$ cat src/hdl/flash_host_pkg.sv
// package of the flash host controller: op codes, pin and request carriers, timing counts
// assumes a 40 MHz system clock and an external byte-wide parallel flash on plain pins
package flash_host_pkg;

   // ==========================================================================
   // timing
   localparam int CLK_NS = 25;
   localparam int T_SETUP_NS = 25;
   localparam int T_STROBE_NS = 50;
   localparam int T_ACCESS_NS = 75;
   localparam int T_GAP_NS = 25;
   localparam int SETUP_CYC = (T_SETUP_NS + CLK_NS - 1) / CLK_NS;
   localparam int STROBE_CYC = (T_STROBE_NS + CLK_NS - 1) / CLK_NS;
   localparam int ACCESS_CYC = (T_ACCESS_NS + CLK_NS - 1) / CLK_NS;
   localparam int GAP_CYC = (T_GAP_NS + CLK_NS - 1) / CLK_NS;
   localparam int SECT_WIN_US = 50;
   localparam int SECT_WIN_CYC = SECT_WIN_US * 1000 / CLK_NS;
   localparam int WIN_W = 11;

   // ==========================================================================
   // command addresses and bytes
   localparam logic [18:0] UNLOCK1_ADDR = 19'h00555;
   localparam logic [18:0] UNLOCK2_ADDR = 19'h002AA;
   localparam logic [18:0] ANY_ADDR = 19'h00000;
   localparam logic [7:0] UNLOCK1_DATA = 8'hAA;
   localparam logic [7:0] UNLOCK2_DATA = 8'h55;
   localparam logic [7:0] PROGRAM_SETUP = 8'hA0;
   localparam logic [7:0] ERASE_SETUP = 8'h80;
   localparam logic [7:0] IDENT_ENTRY = 8'h90;
   localparam logic [7:0] CHIP_ERASE_CMD = 8'h10;
   localparam logic [7:0] SECT_ERASE_CMD = 8'h30;
   localparam logic [7:0] RESET_CMD = 8'hF0;
   localparam logic [7:0] SUSPEND_CMD = 8'hB0;
   localparam logic [7:0] RESUME_CMD = 8'h30;
   localparam int SECT_LSB = 16;
   localparam int TIME_LIMIT_BIT = 5;
   localparam int TOGGLE_BIT = 6;

   // ==========================================================================
   // types
   typedef enum logic [3:0] {
      OP_READ = 4'h0,
      OP_RESET = 4'h1,
      OP_ID_READ = 4'h2,
      OP_PROGRAM = 4'h3,
      OP_CHIP_ERASE = 4'h4,
      OP_SECT_ERASE = 4'h5,
      OP_SECT_ADD = 4'h6,
      OP_SUSPEND = 4'h7,
      OP_RESUME = 4'h8,
      OP_POLL = 4'h9
   } op_t;

   typedef struct packed {
      op_t op;
      logic [18:0] addr;
      logic [7:0] data;
   } cmd_t;

   typedef struct packed {
      logic wr;
      logic [18:0] addr;
      logic [7:0] data;
   } cyc_req_t;

   typedef struct packed {
      logic ce_n;
      logic we_n;
      logic oe_n;
      logic dq_en_n;
      logic [18:0] addr;
      logic [7:0] dq;
   } flash_pins_t;

endpackage : flash_host_pkg

$ cat src/hdl/flash_bus_cycle.sv
// single read or write cycle on the flash pins
// assumes one request at a time; data inputs are synchronous to sys_clk_i
`timescale 1ns/1ps
module flash_bus_cycle
   import flash_host_pkg::*;
(
   input wire logic sys_clk_i,
   input wire logic rst_n_i,
   input wire logic req_valid_i,
   input cyc_req_t req_i,
   input wire logic [7:0] fl_dq_i,
   output logic ack_o,
   output logic [7:0] rdata_o,
   output flash_pins_t pins_o
);

   // ==========================================================================
   // cycle sequencer
   typedef enum logic [2:0] {
      B_IDLE = 3'b000,
      B_SETUP = 3'b001,
      B_STROBE = 3'b010,
      B_HOLD = 3'b011,
      B_GAP = 3'b100
   } bus_state_t;

   localparam flash_pins_t PINS_IDLE = '{ce_n: 1'b1, we_n: 1'b1, oe_n: 1'b1, dq_en_n: 1'b1,
                                         addr: 19'h00000, dq: 8'h00};

   bus_state_t state_q;
   logic [2:0] cnt_q;
   logic wr_q;
   wire cnt_done = (cnt_q == 3'h0);

   always_ff @(posedge sys_clk_i) begin
      if (!rst_n_i) begin
         state_q <= B_IDLE;
         cnt_q <= 3'h0;
         wr_q <= 1'b0;
         ack_o <= 1'b0;
         rdata_o <= 8'h00;
         pins_o <= PINS_IDLE;
      end else begin
         ack_o <= 1'b0;
         if (!cnt_done) begin
            cnt_q <= cnt_q - 3'h1;
         end
         unique case (state_q)
            B_IDLE: begin
               if (req_valid_i) begin
                  // address and chip select first, strobe later [RL5]
                  wr_q <= req_i.wr;
                  pins_o.addr <= req_i.addr;
                  pins_o.dq <= req_i.data;
                  pins_o.ce_n <= 1'b0;
                  pins_o.dq_en_n <= ~req_i.wr;
                  cnt_q <= 3'(SETUP_CYC - 1);
                  state_q <= B_SETUP;
               end
            end
            B_SETUP: begin
               if (cnt_done) begin
                  // write strobe only with output enable high [RL2]
                  pins_o.we_n <= ~wr_q;
                  pins_o.oe_n <= wr_q;
                  cnt_q <= wr_q ? 3'(STROBE_CYC - 1) : 3'(ACCESS_CYC - 1);
                  state_q <= B_STROBE;
               end
            end
            B_STROBE: begin
               if (cnt_done) begin
                  // write strobe rises first, data still held [RL6]
                  pins_o.we_n <= 1'b1;
                  pins_o.oe_n <= 1'b1;
                  if (!wr_q) begin
                     rdata_o <= fl_dq_i;
                  end
                  state_q <= B_HOLD;
               end
            end
            B_HOLD: begin
               pins_o.ce_n <= 1'b1;
               pins_o.dq_en_n <= 1'b1;
               ack_o <= 1'b1;
               cnt_q <= 3'(GAP_CYC - 1);
               state_q <= B_GAP;
            end
            B_GAP: begin
               if (cnt_done) begin
                  state_q <= B_IDLE;
               end
            end
            default: begin
               state_q <= B_IDLE;
            end
         endcase
      end
   end

endmodule : flash_bus_cycle

$ cat src/hdl/flash_host_ctrl.sv
// host side command sequencer for a byte-wide parallel flash
// assumes the user holds cmd_i stable while cmd_valid_i is high and cmd_ready_o is low
`timescale 1ns/1ps

// Behaviour
// RL1 - device starts no write cycle with output enable low or a strobe high
// RL2 - host writes by pulling chip select and write strobe low, output enable high
// RL3 - device ignores power-up strobes and starts in read-array mode
// RL4 - device drops a malformed or out-of-order sequence back to read-array
// RL5 - device latches address on the later falling edge of strobe or select
// RL6 - device latches data on the earlier rising edge of strobe or select
// RL7 - in erase suspend, suspended sectors read status, others read array
// RL8 - one reset write at any address returns to read-array
// RL9 - reset aborts an erase sequence; ignored once erasure runs
// RL10 - reset aborts a program sequence; ignored once programming runs
// RL11 - reset aborts autoselect; host must write reset to leave identification
// RL12 - host writes reset when the time-limit bit rises; device returns to array
// RL13 - two unlocks and identification command enter identification mode for reads
// RL14 - identification reads give maker, part and continuation codes by low address
// RL15 - identification read at low address 02h gives sector protect state
// RL16 - byte program is unlock, unlock, setup, then address and data
// RL17 - device ignores commands while programming; any address order allowed
// RL18 - programming never turns a stored zero into a one
// RL19 - chip erase is two unlocks, setup, two unlocks, chip-erase command
// RL20 - device ignores every command during chip erase
// RL21 - host spaces extra sector-erase pairs within the 50 us window
// RL22 - window timed from the final write strobe rise; timer bit shows expiry
// RL23 - other commands in the window discard queued sectors
// RL24 - once sector erasure runs, only erase suspend is accepted
// RL25 - unlock writes AA at 555 then 55 at 2AA, high bits ignored
// RL26 - command bytes A0, 80, 90; sixth cycle 10 chip or 30 at sector
// RL27 - B0 suspends a sector erase, 30 resumes it only when suspended
// RL28 - sector chosen by the three top address bits
// RL29 - device keeps one sequence state register reset on mismatch
module flash_host_ctrl
   import flash_host_pkg::*;
(
   input wire logic sys_clk_i,
   input wire logic rst_n_i,
   input wire logic cmd_valid_i,
   input cmd_t cmd_i,
   output logic cmd_ready_o,
   output logic done_o,
   output logic err_o,
   output logic [7:0] rdata_o,
   output logic window_open_o,
   output logic suspended_o,
   input wire logic [7:0] fl_dq_i,
   output flash_pins_t fl_pins_o
);

   // ==========================================================================
   // state
   typedef enum logic [1:0] {
      S_IDLE = 2'b00,
      S_ISSUE = 2'b01,
      S_NEXT = 2'b10
   } state_t;

   typedef enum logic [2:0] {
      PH_CMD = 3'b000,
      PH_READ = 3'b001,
      PH_POLL1 = 3'b010,
      PH_POLL2 = 3'b011,
      PH_EXIT = 3'b100
   } phase_t;

   state_t state_q, state_d;
   phase_t phase_q, phase_d;
   logic [2:0] step_q, step_d;
   cmd_t cmd_q;
   logic [7:0] first_q;
   logic fail_q, fail_d;
   logic erase_act_q;
   logic susp_q;
   logic [WIN_W-1:0] win_q;
   logic fin, fin_err;

   // ==========================================================================
   // sequence tables
   function automatic logic [2:0] op_steps(input op_t op);
      unique case (op)
         OP_READ, OP_POLL: op_steps = 3'd0;
         OP_RESET, OP_SECT_ADD, OP_SUSPEND, OP_RESUME: op_steps = 3'd1;
         OP_ID_READ: op_steps = 3'd3;
         OP_PROGRAM: op_steps = 3'd4;
         OP_CHIP_ERASE, OP_SECT_ERASE: op_steps = 3'd6;
         default: op_steps = 3'd0;
      endcase
   endfunction : op_steps

   function automatic cyc_req_t seq_req(input cmd_t c, input logic [2:0] step);
      logic [18:0] sect;
      sect = {c.addr[18:SECT_LSB], 16'h0000};
      seq_req = '{wr: 1'b1, addr: UNLOCK1_ADDR, data: UNLOCK1_DATA}; // [RL25]
      unique case (c.op)
         OP_RESET: seq_req = '{wr: 1'b1, addr: ANY_ADDR, data: RESET_CMD};
         OP_SUSPEND: seq_req = '{wr: 1'b1, addr: ANY_ADDR, data: SUSPEND_CMD};
         OP_RESUME: seq_req = '{wr: 1'b1, addr: ANY_ADDR, data: RESUME_CMD};
         OP_SECT_ADD: seq_req = '{wr: 1'b1, addr: sect, data: SECT_ERASE_CMD}; // [RL21]
         default: begin
            unique case (step)
               3'd1, 3'd4: seq_req = '{wr: 1'b1, addr: UNLOCK2_ADDR, data: UNLOCK2_DATA}; // [RL25]
               3'd2: seq_req.data = (c.op == OP_PROGRAM) ? PROGRAM_SETUP :
                                    (c.op == OP_ID_READ) ? IDENT_ENTRY : ERASE_SETUP; // [RL26]
               3'd3: if (c.op == OP_PROGRAM) begin
                  seq_req = '{wr: 1'b1, addr: c.addr, data: c.data};
               end
               3'd5: seq_req = (c.op == OP_CHIP_ERASE) ?
                               '{wr: 1'b1, addr: UNLOCK1_ADDR, data: CHIP_ERASE_CMD} :
                               '{wr: 1'b1, addr: sect, data: SECT_ERASE_CMD}; // [RL26]
               default: seq_req = '{wr: 1'b1, addr: UNLOCK1_ADDR, data: UNLOCK1_DATA};
            endcase
         end
      endcase
   endfunction : seq_req

   // ==========================================================================
   // decode
   wire logic accept = cmd_valid_i && cmd_ready_o;
   wire logic win_open = erase_act_q && !susp_q && (win_q != '0);
   wire logic erase_run = erase_act_q && !susp_q && (win_q == '0);
   wire logic op_passive = (cmd_i.op == OP_READ) || (cmd_i.op == OP_POLL);
   wire logic refuse = (erase_run && !op_passive && (cmd_i.op != OP_SUSPEND)) // [RL24]
                       || ((cmd_i.op == OP_SUSPEND) && !(erase_act_q && !susp_q))
                       || ((cmd_i.op == OP_RESUME) && !susp_q) // [RL27]
                       || ((cmd_i.op == OP_SECT_ADD) && !win_open) // [RL21]
                       || (susp_q && ((cmd_i.op == OP_CHIP_ERASE) || (cmd_i.op == OP_SECT_ERASE)));
   wire logic discard = win_open && !op_passive && (cmd_i.op != OP_SECT_ADD)
                        && (cmd_i.op != OP_SUSPEND); // [RL23]
   wire phase_t start_phase = (cmd_i.op == OP_READ) ? PH_READ :
                              (cmd_i.op == OP_POLL) ? PH_POLL1 : PH_CMD;
   wire logic [2:0] nsteps = op_steps(cmd_q.op);
   wire logic last_step = (step_q == nsteps - 3'd1);
   wire cyc_req_t exit_req = '{wr: 1'b1, addr: ANY_ADDR, data: RESET_CMD};
   wire cyc_req_t rd_req = '{wr: 1'b0, addr: cmd_q.addr, data: 8'h00};
   wire cyc_req_t cur_req = (phase_q == PH_CMD) ? seq_req(cmd_q, step_q) :
                            (phase_q == PH_EXIT) ? exit_req : rd_req;
   wire logic req_valid = (state_q == S_ISSUE);
   wire logic bus_ack;
   wire logic [7:0] bus_rdata;
   wire logic toggling = (bus_rdata[TOGGLE_BIT] != first_q[TOGGLE_BIT]);
   wire logic limit_hit = toggling && first_q[TIME_LIMIT_BIT] && bus_rdata[TIME_LIMIT_BIT];
   wire logic seq_sect = (cmd_q.op == OP_SECT_ERASE) || (cmd_q.op == OP_SECT_ADD);

   // ==========================================================================
   // sequencer
   always_comb begin
      state_d = state_q;
      phase_d = phase_q;
      step_d = step_q;
      fail_d = fail_q;
      fin = 1'b0;
      fin_err = 1'b0;
      unique case (state_q)
         S_IDLE: begin
            if (accept) begin
               fail_d = 1'b0;
               step_d = 3'd0;
               phase_d = start_phase;
               if (refuse) begin
                  fin = 1'b1;
                  fin_err = 1'b1;
               end else begin
                  state_d = S_ISSUE;
               end
            end
         end
         S_ISSUE: begin
            if (bus_ack) begin
               state_d = S_NEXT;
            end
         end
         S_NEXT: begin
            state_d = S_ISSUE;
            unique case (phase_q)
               PH_CMD: begin
                  if (!last_step) begin
                     step_d = step_q + 3'd1;
                  end else if (cmd_q.op == OP_ID_READ) begin
                     phase_d = PH_READ; // [RL13]
                  end else if ((cmd_q.op == OP_PROGRAM) || (cmd_q.op == OP_CHIP_ERASE)) begin
                     phase_d = PH_POLL1;
                  end else begin
                     state_d = S_IDLE;
                     fin = 1'b1;
                  end
               end
               PH_READ: begin
                  if (cmd_q.op == OP_ID_READ) begin
                     phase_d = PH_EXIT; // [RL11]
                  end else begin
                     state_d = S_IDLE;
                     fin = 1'b1;
                  end
               end
               PH_POLL1: phase_d = PH_POLL2;
               PH_POLL2: begin
                  if (limit_hit) begin
                     phase_d = PH_EXIT; // [RL12]
                     fail_d = 1'b1;
                  end else if (toggling) begin
                     phase_d = PH_POLL1;
                  end else begin
                     state_d = S_IDLE;
                     fin = 1'b1;
                  end
               end
               PH_EXIT: begin
                  state_d = S_IDLE;
                  fin = 1'b1;
                  fin_err = fail_q;
               end
               default: state_d = S_IDLE;
            endcase
         end
         default: state_d = S_IDLE;
      endcase
   end

   always_ff @(posedge sys_clk_i) begin
      if (!rst_n_i) begin
         state_q <= S_IDLE;
         phase_q <= PH_CMD;
         step_q <= 3'd0;
         fail_q <= 1'b0;
         cmd_q <= '0;
         first_q <= 8'h00;
      end else begin
         state_q <= state_d;
         phase_q <= phase_d;
         step_q <= step_d;
         fail_q <= fail_d;
         if (accept) begin
            cmd_q <= cmd_i;
         end
         if (bus_ack && (phase_q == PH_POLL1)) begin
            first_q <= bus_rdata;
         end
      end
   end

   // ==========================================================================
   // erase tracking and outputs
   wire logic fin_ok = fin && !fin_err && (state_q == S_NEXT);

   always_ff @(posedge sys_clk_i) begin
      if (!rst_n_i) begin
         erase_act_q <= 1'b0;
         susp_q <= 1'b0;
         win_q <= '0;
         cmd_ready_o <= 1'b0;
         done_o <= 1'b0;
         err_o <= 1'b0;
         rdata_o <= 8'h00;
         window_open_o <= 1'b0;
         suspended_o <= 1'b0;
      end else begin
         if (win_q != '0) begin
            win_q <= win_q - WIN_W'(1);
         end
         if (accept && !refuse && discard) begin
            erase_act_q <= 1'b0; // [RL23]
            win_q <= '0;
         end
         if (fin_ok && seq_sect) begin
            erase_act_q <= 1'b1;
            win_q <= WIN_W'(SECT_WIN_CYC); // [RL22]
         end
         if (fin_ok && (cmd_q.op == OP_SUSPEND)) begin
            susp_q <= 1'b1;
            win_q <= '0;
         end
         if (fin_ok && (cmd_q.op == OP_RESUME)) begin
            susp_q <= 1'b0;
         end
         if (fin && fail_q) begin
            erase_act_q <= 1'b0;
            susp_q <= 1'b0;
         end
         if (fin_ok && (cmd_q.op == OP_POLL) && !susp_q) begin
            erase_act_q <= 1'b0;
         end
         if (bus_ack && (phase_q == PH_READ || phase_q == PH_POLL2)) begin
            rdata_o <= bus_rdata;
         end
         cmd_ready_o <= (state_d == S_IDLE) && !accept;
         done_o <= fin;
         err_o <= fin_err;
         window_open_o <= win_open;
         suspended_o <= susp_q;
      end
   end

   flash_bus_cycle u_bus (
      .sys_clk_i(sys_clk_i),
      .rst_n_i(rst_n_i),
      .req_valid_i(req_valid),
      .req_i(cur_req),
      .fl_dq_i(fl_dq_i),
      .ack_o(bus_ack),
      .rdata_o(bus_rdata),
      .pins_o(fl_pins_o)
   );

   // ==========================================================================
   // checks
   a_write_oe_high: assert property (@(posedge sys_clk_i) disable iff (!rst_n_i) // [RL2]
      !fl_pins_o.we_n |-> (fl_pins_o.oe_n && !fl_pins_o.ce_n && !fl_pins_o.dq_en_n))
      else $error("write strobe without select or with output enable low");
   a_unlock_first: assert property (@(posedge sys_clk_i) disable iff (!rst_n_i) // [RL25]
      ($fell(fl_pins_o.we_n) && phase_q == PH_CMD && step_q == 3'd0 && nsteps > 3'd1)
      |-> (fl_pins_o.addr[10:0] == 11'h555 && fl_pins_o.dq == UNLOCK1_DATA))
      else $error("first unlock cycle wrong");
   a_program_setup: assert property (@(posedge sys_clk_i) disable iff (!rst_n_i) // [RL26]
      ($fell(fl_pins_o.we_n) && phase_q == PH_CMD && step_q == 3'd2 && cmd_q.op == OP_PROGRAM)
      |-> fl_pins_o.dq == PROGRAM_SETUP)
      else $error("program setup byte wrong");
   a_ident_exit: assert property (@(posedge sys_clk_i) disable iff (!rst_n_i) // [RL11]
      (bus_ack && phase_q == PH_READ && cmd_q.op == OP_ID_READ)
      |-> ##2 (phase_q == PH_EXIT && cur_req.data == RESET_CMD && cur_req.wr))
      else $error("identification read not followed by reset");
   a_limit_reset: assert property (@(posedge sys_clk_i) disable iff (!rst_n_i) // [RL12]
      (state_q == S_NEXT && phase_q == PH_POLL2 && limit_hit) |=> phase_q == PH_EXIT ##[1:20] (done_o && err_o))
      else $error("time limit not answered by reset and error");
   a_window_refuse: assert property (@(posedge sys_clk_i) disable iff (!rst_n_i) // [RL21]
      (accept && cmd_i.op == OP_SECT_ADD && !win_open) |=> (done_o && err_o && fl_pins_o.ce_n))
      else $error("late sector add was not refused");
   a_window_length: assert property (@(posedge sys_clk_i) disable iff (!rst_n_i) // [RL22]
      (fin_ok && seq_sect) |=> (win_q == WIN_W'(SECT_WIN_CYC)) ##1 $stable(erase_act_q))
      else $error("erase window not started");

   c_program: cover property (@(posedge sys_clk_i) disable iff (!rst_n_i)
      done_o && !err_o && cmd_q.op == OP_PROGRAM);
   c_sect_add: cover property (@(posedge sys_clk_i) disable iff (!rst_n_i)
      done_o && !err_o && cmd_q.op == OP_SECT_ADD);
   c_ident: cover property (@(posedge sys_clk_i) disable iff (!rst_n_i)
      done_o && cmd_q.op == OP_ID_READ);
   c_suspend: cover property (@(posedge sys_clk_i) disable iff (!rst_n_i) $rose(suspended_o));

endmodule : flash_host_ctrl

$ cat config.mk
export PLATFORM = sky130hd
export DESIGN_NAME = flash_host_ctrl
export DESIGN_NICKNAME = d
export VERILOG_FILES = /design/src/hdl/flash_host_pkg.sv /design/src/hdl/flash_bus_cycle.sv /design/src/hdl/flash_host_ctrl.sv
export SDC_FILE = /design/constraint.sdc
export NUM_CORES = 1
export LEC_CHECK = 0
export BUFFER_PORTS_ARGS = -buffer_cell sky130_fd_sc_hd__buf_2
export CORE_MARGIN = 1.5
export CORE_UTILIZATION = 42
export DETAILED_ROUTE_END_ITERATION = 10
export HOLD_SLACK_MARGIN = 0.12
export MAX_ROUTING_LAYER = met4
export PLACE_DENSITY_LB_ADDON = 0.15
export RECOVER_POWER = 50
export REMOVE_ABC_BUFFERS = 1
export SYNTH_ARGS = -nofsm -noshare
export SYNTH_HDL_FRONTEND = slang
export SYNTH_SLANG_ARGS = --single-unit
export TNS_END_PERCENT = 20
$ cat constraint.sdc
create_clock -name sys_clk_i -period 3.55 [get_ports sys_clk_i]
set_input_delay 0.1775 -clock sys_clk_i [delete_from_list [all_inputs] [get_ports sys_clk_i]]
set_output_delay 0.1775 -clock sys_clk_i [all_outputs]
set_load 0.03 [all_outputs]
======== Yosys cells after proc, flatten, opt, wreduce, memory -nomap -nowiden ========
Memory sizes are Yosys's and may differ from the RTL's. A register that Yosys moved wholly into a read port is not among the register bits.
Index checks and enable logic that the tools add are counted.
cells by class
  add/sub/neg operators ................... 4
  multiply operators ...................... 0
  div/mod/pow operators ................... 0
  order comparisons ....................... 0
  eq/ne operators ......................... 48
  shifts and indexed selects .............. 0
  multiplexer cells ....................... 76
  bitwise operators ....................... 3
  reduce and logical (&&, ||, !) cells .... 70
operators by type and width
  operator                                             number
  one-hot mux 28 bit (4 select lines)                  1
  two-way mux 28 bit                                   3
  one-hot mux 20 bit (3 select lines)                  1
  two-way mux 27 bit                                   2
  two-way mux 3 bit                                    17
  two-way mux 11 bit                                   3
  == test 4 x 3 -> 1 bit (second input constant)       8
  one-hot mux 8 bit (4 select lines)                   1
  logical AND 1 bit                                    28
  two-way mux 1 bit                                    22
  == test 3 x 2 -> 1 bit (second input constant)       6
  == test 4 bit (second input constant)                4
  two-way mux 2 bit                                    8
  one-hot mux 3 bit (5 select lines)                   1
  == test 3 bit (second input constant)                4
  one-hot mux 3 bit (2 select lines)                   2
  one-hot mux 3 bit (4 select lines)                   1
  AND reduction 4 bit                                  3
  logical NOT 11 bit                                   1
  nonzero test 11 bit                                  1
  subtractor 11 x 1 -> 11 bit (second input constant)  1
  != test 2 bit (second input constant)                5
  one-hot mux 1 bit (2 select lines)                   5
  == test 3 x 1 -> 1 bit (second input constant)       3
  other kinds (34)                                     70
storage, ports and cells
  flip-flop bits (word level) ............. 120
  bits in latches ......................... 0
  RAM bits ................................ 0
  ROM bits ................................ 48
  input bits .............................. 42
  word-level logic and storage cells ...... 231
  memories kept ........................... 1
memories
  memory            depth  bits a word  rd ports  clocked after Yosys merged registers in  wr ports  RTL line               text
  (name not given)  16     3            1         1                                        0         flash_host_ctrl.sv:82  unique case (op)

======== Depth between registers and ports, before layout ========
Gate-level depths: netlist of run 1.
  depth after elaboration ................. 18
  gate-level depth with buffers ........... 10
  gate-level depth less buffers ........... 8

======== Hierarchy ========
A second synthesis of run 1 with hierarchy kept.
second synthesis, totals
  cells, all modules ...................... 723
  area, all modules ....................... 5,963.2 um^2
by module, submodules not included
  module           times used  cells each  area each (um^2)  sequential area each (um^2)
  flash_host_ctrl  1           508         4,060.1           1,421.4
  flash_bus_cycle  1           215         1,903.1           940.9

======== Worst setup path after synthesis of run 1 ========
Ideal clock, no wire load.
  kind .................................... register to register
  start ................................... reg win_q[0]
  end ..................................... reg cmd_ready_o
  arrival time ............................ 2.069 ns
  data required time ...................... 3.490 ns
  slack ................................... 1.420 ns
  cell stages (with the launch flop) ...... 9
  period minus slack after synthesis ...... 2.130 ns
  path through ............................ dfxtp_1 inv_1 ha_1 nor3b_2 nand3_2 a2111oi_0 nor4_1 a311oi_1 o2111a_1
between the ends
  word-level cells in the longest chain between the ends .. 13
  elaborated cells between the ends (all ways) .. 17
  classes of those cells .................. 3 x mux; 14 x reduce/logical
RTL lines
  what                                    RTL line                text
  start: declaration                      flash_host_ctrl.sv:76   logic [WIN_W-1:0] win_q;
  start signal: assignment                flash_host_ctrl.sv:260  win_q <= win_q - WIN_W'(1);
  start signal: assignment                flash_host_ctrl.sv:268  win_q <= WIN_W'(SECT_WIN_CYC);
  logical NOT 11 bit                      flash_host_ctrl.sv:122  wire logic erase_run = erase_act_q && !susp_q && (win_q == '0);
  logical AND 1 bit                       flash_host_ctrl.sv:122
  logical AND 1 bit (2 in series)         flash_host_ctrl.sv:124  wire logic refuse = (erase_run && !op_passive && (cmd_i.op != OP_SUSPEND))
  logical OR 1 bit                        flash_host_ctrl.sv:125  || ((cmd_i.op == OP_SUSPEND) && !(erase_act_q && !susp_q))
  logical OR 1 bit                        flash_host_ctrl.sv:126  || ((cmd_i.op == OP_RESUME) && !susp_q)
  logical OR 1 bit (*)                    flash_host_ctrl.sv:127  || ((cmd_i.op == OP_SECT_ADD) && !win_open)
  logical OR 1 bit (*)                    flash_host_ctrl.sv:128  || (susp_q && ((cmd_i.op == OP_CHIP_ERASE) || (cmd_i.op == OP_SECT_ERASE)));
  two-way mux 2 bit (*)                   flash_host_ctrl.sv:161  if (refuse) begin
  two-way mux 2 bit (*)                   flash_host_ctrl.sv:157  if (accept) begin
  one-hot mux 2 bit (3 select lines) (*)  flash_host_ctrl.sv:155  unique case (state_q)
  logical NOT 2 bit (*)                   flash_host_ctrl.sv:287  cmd_ready_o <= (state_d == S_IDLE) && !accept;
  logical AND 1 bit (*)                   flash_host_ctrl.sv:287
  end signal: assignment                  flash_host_ctrl.sv:287
  end: declaration                        flash_host_ctrl.sv:42   output logic cmd_ready_o,
Mark *: on every way between the ends. The rest lies on a longest branch, timed or not.
A chain may end at the register's enable or synchronous reset.

======== Worst setup path in the final report of run 1 ========
  start ................................... reg cmd_ready_o
  end ..................................... reg, netlist name nsteps[0]
between the ends
  word-level cells in the longest chain between the ends .. 3
RTL lines
  what                                       RTL line                text
  logical AND 1 bit                          flash_host_ctrl.sv:120  wire logic accept = cmd_valid_i && cmd_ready_o;
  two-way mux 4 bit (no line) (2 in series)  -
No other way between the ends.

==> results of run 1 <==
==> metal layers <==
metal	up-vias	part of all wire	GRT usage
met2	120	0.48	0.345
met1	2379	0.45	0.260
met4	0	0.020	0.0923
met3	24	0.045	0.0504
li1	2567	-	-
met5	-	0	-
==> stage by stage <==
| step | area, µm² | hold WS (ns) | worst slack, ns | utilization | total power [mW] |
|---|---|---|---|---|---|
| 2_1_floorplan | 5560 | 0.239 | 1.13 | - | 2.20 |
| 3_3_place_gp | 6260 | 0.430 | 1.05 | 0.471 | 2.42 |
| 3_5_place_dp | 6260 | 0.436 | 0.899 | 0.471 | 2.44 |
| 4_1_cts | 7240 | 0.121 | 0.920 | 0.544 | 4.26 |
| 5_1_grt | 7170 | 0.145 | 0.433 | 0.540 | 4.43 |
| 6_report | 7170 | 0.138 | 0.584 | 0.540 | 4.21 |
==> cells in the mapped netlist, types with 3 or more instances <==
| library cell | number | area (µm²) |
|---|---|---|
| nor3b_1 | 4 | 30.0 |
| or3_1 | 4 | 25.0 |
| a211oi_1 | 3 | 22.5 |
| nor4b_1 | 4 | 35.0 |
| inv_1 | 16 | 60.1 |
| xnor2_1 | 8 | 70.1 |
| a31oi_1 | 4 | 25.0 |
| a211o_1 | 3 | 26.3 |
| or2_2 | 3 | 18.8 |
| and3_1 | 5 | 31.3 |
| xor2_1 | 7 | 61.3 |
| nand2_1 | 117 | 439 |
| nor2_1 | 32 | 120 |
| and2_1 | 14 | 87.6 |
| nor4_1 | 5 | 31.3 |
| o21ai_0 | 33 | 165 |
| nand2b_1 | 12 | 75.1 |
| nor3_1 | 16 | 80.1 |
| o31ai_1 | 4 | 30.0 |
| dfxtp_1 | 118 | 2360 |
| nor2b_1 | 34 | 213 |
| clkbuf_1 | 37 | 139 |
| nand3_1 | 23 | 115 |
| a21boi_0 | 47 | 353 |
| nand3b_1 | 8 | 60.1 |
| o211ai_1 | 4 | 30.0 |
| mux2i_1 | 24 | 240 |
| ha_1 | 12 | 150 |
| a21oi_1 | 25 | 125 |
==> power groups by stage <==
stage	clock, mW	combinational (mW)	sequential (mW)
after floorplan	0	0.580	1.62
after global placement	0	0.830	1.59
after detailed placement	0	0.845	1.59
after CTS	1.81	0.885	1.57
after global routing	1.87	0.974	1.59
final	1.77	0.870	1.57
==> cells by family (layout without fill, tap and decap cells) <==
family,count (synthesis),count (layout),synth area share
simple gates,298,298,0.263
compound gates,151,151,0.184
flops,118,118,0.411
buf+inv,60,176,0.0425
mux,26,26,0.0458
xor+xnor,16,16,0.0268
fa+ha+maj,12,12,0.0261
==> worst max-delay path: stages (launching register included) <==
cell and delay, ns:
dfxtp_1 0.35, and2_0 0.77, clkbuf_1 0.87, mux2i_1 0.28, nand2b_1 0.20, mux2i_1 0.20, o22ai_1 0.13
==> area by class of cell <==
type / instances / area, µm² / share of cell area
Clock inverter: 9 / 153 / 0.0213
Inverter: 16 / 60.1 / 0.00837
Multi-Input combinational cell: 503 / 3130 / 0.436
Sequential cell: 118 / 2360 / 0.329
Timing Repair Buffer: 130 / 797 / 0.111
Clock buffer: 21 / 450 / 0.0628
Tap cell: 176 / 220 / 0.0307
==> worst min path at each step <==
stage,start,to,slack [ns]
global route,rst_n_i,cmd_q[27],0.14
floorplan,rst_n_i,u_bus.pins_o[28],0.24
detailed placement,cmd_i[20],cmd_q[20],0.44
finish,cmd_i[27],cmd_q[27],0.14
CTS,cmd_i[27],cmd_q[27],0.12
global placement,cmd_i[8],cmd_q[8],0.43
==> state kept, by name, indices dropped and copies added (netlist names), 8 cells and up <==
| name | count |
|---|---|
| rdata_o | 8 |
| cmd_q | 31 |
| u_bus.rdata_o | 8 |
| u_bus.pins_o | 31 |
| win_q | 11 |
==> repair_timing <==
| action | 4_1_cts | 5_1_grt |
|---|---|---|
| hold buffers | 37 | 0 |
| gates resized for setup | 0 | 0 |
| endpoints found under the setup margin | 0 | 0 |
| hold endpoints to repair | 36 | 0 |
| buffers inserted | 0 | 0 |
==> metrics.txt, run 1 <==
status=completed; R2R Path Start=cmd_ready_o; Min-Delay Path Class=input port to flip-flop; crit path DAT=3.22 ns; Leak Pwr=2.82 nW; most common cell after layout, fill and taps aside=dfxtp_1; PwrDens=587 nW/µm²; First DRT Iteration DRCs=282; DR pass1 iterations=5; die area=14400 µm²; filler cell count=1279; min Tclk post-route=2.97 ns; Initial Util=0.432; Clk Latency, worst-skew pair=0.42 ns; clock root buffer=clkbuf_16; Placer Congestion=0.909; Cells after DPL=906; commonest cells after routing, fill and taps aside=dfxtp_1 (118), nand2_1 (117), a21boi_0 (48), clkbuf_1 (48), buf_2 (41); clock slew at reported path FFs=0.05 ns; Nets=840; vias in the first global route=4906; hold depth=3; Reg2Reg Capture Point=nsteps[0]; Setup crit start kind=flip-flop; CTS max path bufs=2; P&R area growth vs syn=24.9%; total routed wirelength=14.4 mm; Routed Antenna Nets=0; Wirelength per Cell=between 10 and 15 µm; Inserted Clock Buffers=17; RSZ-0062 raised after global routing=false; critical path capture point type=flip-flop; EDFF count, synth=0; core area=13300 µm²; first-pass GRT wire length=23.7 mm; max frequency=between 300 and 400 MHz; cell count after synthesis=681; Crit Path Max Fanout=19; Post-Synthesis Cell Area=between 5000 and 6000 µm²; DRC violations left=0; Final Non-Filler Cells=973; top_reg_cell synth=dfxtp_1; Mean Syn Cell Area=approximately 8.4 µm²; CP Data Required Time=about 3.8 ns; Clk pwr share=0.420; Die Width=approximately 120 µm; Worst Tran Pin Value=roughly 1.1 ns; Sink Count=118; sw frac=0.287; r2r setup slk=0.58 ns; Fin Setup TNS=0 ns; largest net degree at the start of global routing=60; hold violation total from the final report=0; Critical Path Start=cmd_ready_o; input/output buffers=85; io pins=86; clock skew=0.0115 ns; Total GRT Usage=0.215; fraction of layout cells with a size suffix above 1=0.115; CTS tree=done; grt ovf=0; Unique masters post-synth=70; die height=120 µm; Slew HR=0.281; Critical Path End=nsteps[0]; # rows=42; vias per cell=5.23; P_int=roughly 3.0 mW; final period utilization=0.836; sequential-to-total area share from yosys stat=0.411; logic gate share of total power=0.207; ys async rst share=0; VDD IR max=0.316 mV; DPL Wire Length=roughly 9.8 mm; critical path type=flip-flop to flip-flop; pins over their slew limit=0; Max Cap Viol=0; flops & latches, synth=118; n_diodes=0; Yosys warning count=0; Reg2Reg Depth=6; Reg power frac=0.373; Via Count=5090; P_sw=1.21 mW; H-tree level count=4; Setup-failing EPs final=0; initial antenna violation count=0
Power figures use the tool's default switching activity.
==> run 2, diff against run 1 <==
- clock period: 3.55 -> 2.5 ns (I/O delays scaled with it)
==> run 2 against run 1 <==
Against the previous run:
- via count up 1.6%
- maximum frequency up 31%
- final cell count up 2.4%
- critical endpoint is now erase_act_q
- sequential power up 41%
- highest routed layer unchanged
- non-clock buffer count up 21
- clock-buffer cell count up 2
==> metrics.txt, run 2 (same netlist as run 1, synthesis figures left out) <==
Reg2Reg Depth=8; Crit Path Max Fanout=7; met3 track demand over resource=0.0537; met1 GRT Util=0.268; vias in the first global route=roughly 5000; critical path's slowest cell=or3_1; VDD IR max=0.540 mV; Leak Pwr=2.94 nW; Inserted Clock Buffers=17; First DRT Iteration DRCs=268; Initial Util=0.432; Sink Count=118; die area=between 10000 and 15000 µm²; commonest cells after routing, fill and taps aside=nand2_1 (117), dfxtp_1 (117), a21boi_0 (47), clkbuf_1 (47), buf_2 (41); clock skew=0.0102 ns; Reg power frac=0.361; logic gate share of total power=0.216; # rows=42; delay-heaviest family, CP=compound AO/OA/AOI/OAI gates; Clk pwr share=0.423; fraction of layout cells with a size suffix above 1=0.142; die height=120 µm; Min-Delay Path Class=input port to flip-flop; first-pass GRT wire length=24.6 mm; met2 global-route usage=0.355; CTS max path bufs=2; final setup margin=0.236 ns; Placer Congestion=between 0.8 and 0.9; RSZ-0062 raised after global routing=false; grt ovf=0; io pins=between 80 and 90; Setup-failing EPs final=0; crit-path cells=inv_1, ha_1, xor2_1, nand3_2, a2111oi_4, a21oi_2, or3_1, a211oi_2; P_sw=1.75 mW; initial antenna violation count=1; max frequency=442 MHz; critical path type=flip-flop to flip-flop; slowest stage delay, CP=about 0.48 ns; Largest regs=cmd_q: 31 flops, u_bus.pins_o: 31 flops, win_q: 11 flops; r2r setup slk=0.24 ns; Routed Antenna Nets=0; PwrDens=832 nW/µm²; WP depth=8; GR peak layer=met2; Nets=861; vias per cell=5.19; hold depth=3; H-tree level count=4; hold violation total from the final report=0; Clk Latency, worst-skew pair=around 0.41 ns; clock slew at reported path FFs=~0.05 ns; crit path DAT=2.59 ns; Setup crit start kind=flip-flop; critical path capture point type=flip-flop; clock root buffer=clkbuf_16; sw frac=0.284; input/output buffers=85; filler cell count=1221; P_int=4.40 mW; CP Data Required Time=2.83 ns; largest net degree at the start of global routing=107; core area=between 10000 and 15000 µm²; min Tclk post-route=2.26 ns; Total GRT Usage=0.220; DR pass1 iterations=5; CTS tree=done; Fin Setup TNS=0 ns; Post-CTS Setup Bufs=0; WP buf/inv=1; total routed wirelength=14.7 mm; DPL Wire Length=roughly 9.9 mm; Wirelength per Cell=14.8 µm; Final Power=6.15 mW; Die Width=120 µm; final period utilization=0.906; Via Count=5172; pre-CTS setup slack=between 0.2 and 0.25 ns; DRC violations left=0; Worst Tran Pin Value=0.612 ns; status=completed; pins over their slew limit=0; Slew HR=0.589; P&R area growth vs syn=28.8%; Max Cap Viol=0
==> run 2: changes by cell type in the layout (fill, tap and decap cells not counted), moves of 2 or more <==
cell	change
buf_4	+18
dlygate4sd3_1	+2
clkinv_4	-2
clkbuf_8	+3
clkinvlp_4	+2
==> run 2: final timing paths <==
kind                                 from                to
worst min-delay path              rst_n_i         cmd_q[30]
worst max-delay path            nsteps[0]       erase_act_q
worst min register to register  cmd_q[11]  u_bus.pins_o[11]
worst max register to register  nsteps[0]       erase_act_q
==> run 2: area by class of cell <==
| type | instances | area, µm² | share of cell area |
|---|---|---|---|
| well taps | 176 | 220 | 0.0298 |
| flip-flops and latches | 118 | 2360 | 0.320 |
| diodes | 1 | 2.50 | 0.000338 |
| repair buffers | 151 | 972 | 0.131 |
| inverters | 16 | 60.1 | 0.00812 |
| clock buffers | 23 | 488 | 0.0660 |
| multi-input cells | 503 | 3140 | 0.425 |
| clock inverters | 8 | 145 | 0.0196 |
==> run 2: power groups by stage <==
| stage | logic (mW) | registers, mW | clock network [mW] |
|---|---|---|---|
| global route | 1.47 | 2.25 | 2.74 |
| global placement | 1.25 | 2.24 | 0 |
| CTS | 1.34 | 2.22 | 2.65 |
| finish | 1.33 | 2.22 | 2.60 |
| floorplan | 0.824 | 2.30 | 0 |
| detailed placement | 1.28 | 2.25 | 0 |
==> run 2: repair_timing <==
item / 4_1_cts / 5_1_grt
hold buffers: 39 / 0
endpoints found under the setup margin: 0 / 9
endpoints found under the hold margin: 38 / 0
resized for setup: 0 / 3
==> run 2: layer usage <==
metal / wire (µm) / vias to the layer above
li1: - / 2621
met1: 6940 / 2429
met2: 6950 / 106
met3: 547 / 16
met4: 258 / 0
met5: 0 / -
==> run 2: stage by stage <==
stage / hold slack (ns) / instances / utilization / cell area (µm²)
floorplan: 0.187 / 637 / - / 5560
global placement: 0.376 / 925 / 0.483 / 6420
detailed placement: 0.383 / 925 / 0.483 / 6420
CTS: 0.131 / 995 / 0.560 / 7440
global route: 0.176 / 996 / 0.556 / 7390
finish: 0.161 / 996 / 0.556 / 7390
==> run 2: worst reg2reg max path: stages, from the launching register on <==
cell,delay [ns]
dfxtp_1,0.34
inv_1,0.05
ha_1,0.29
xor2_1,0.15
nand3_2,0.15
a2111oi_4,0.37
a21oi_2,0.12
or3_1,0.48
a211oi_2,0.23
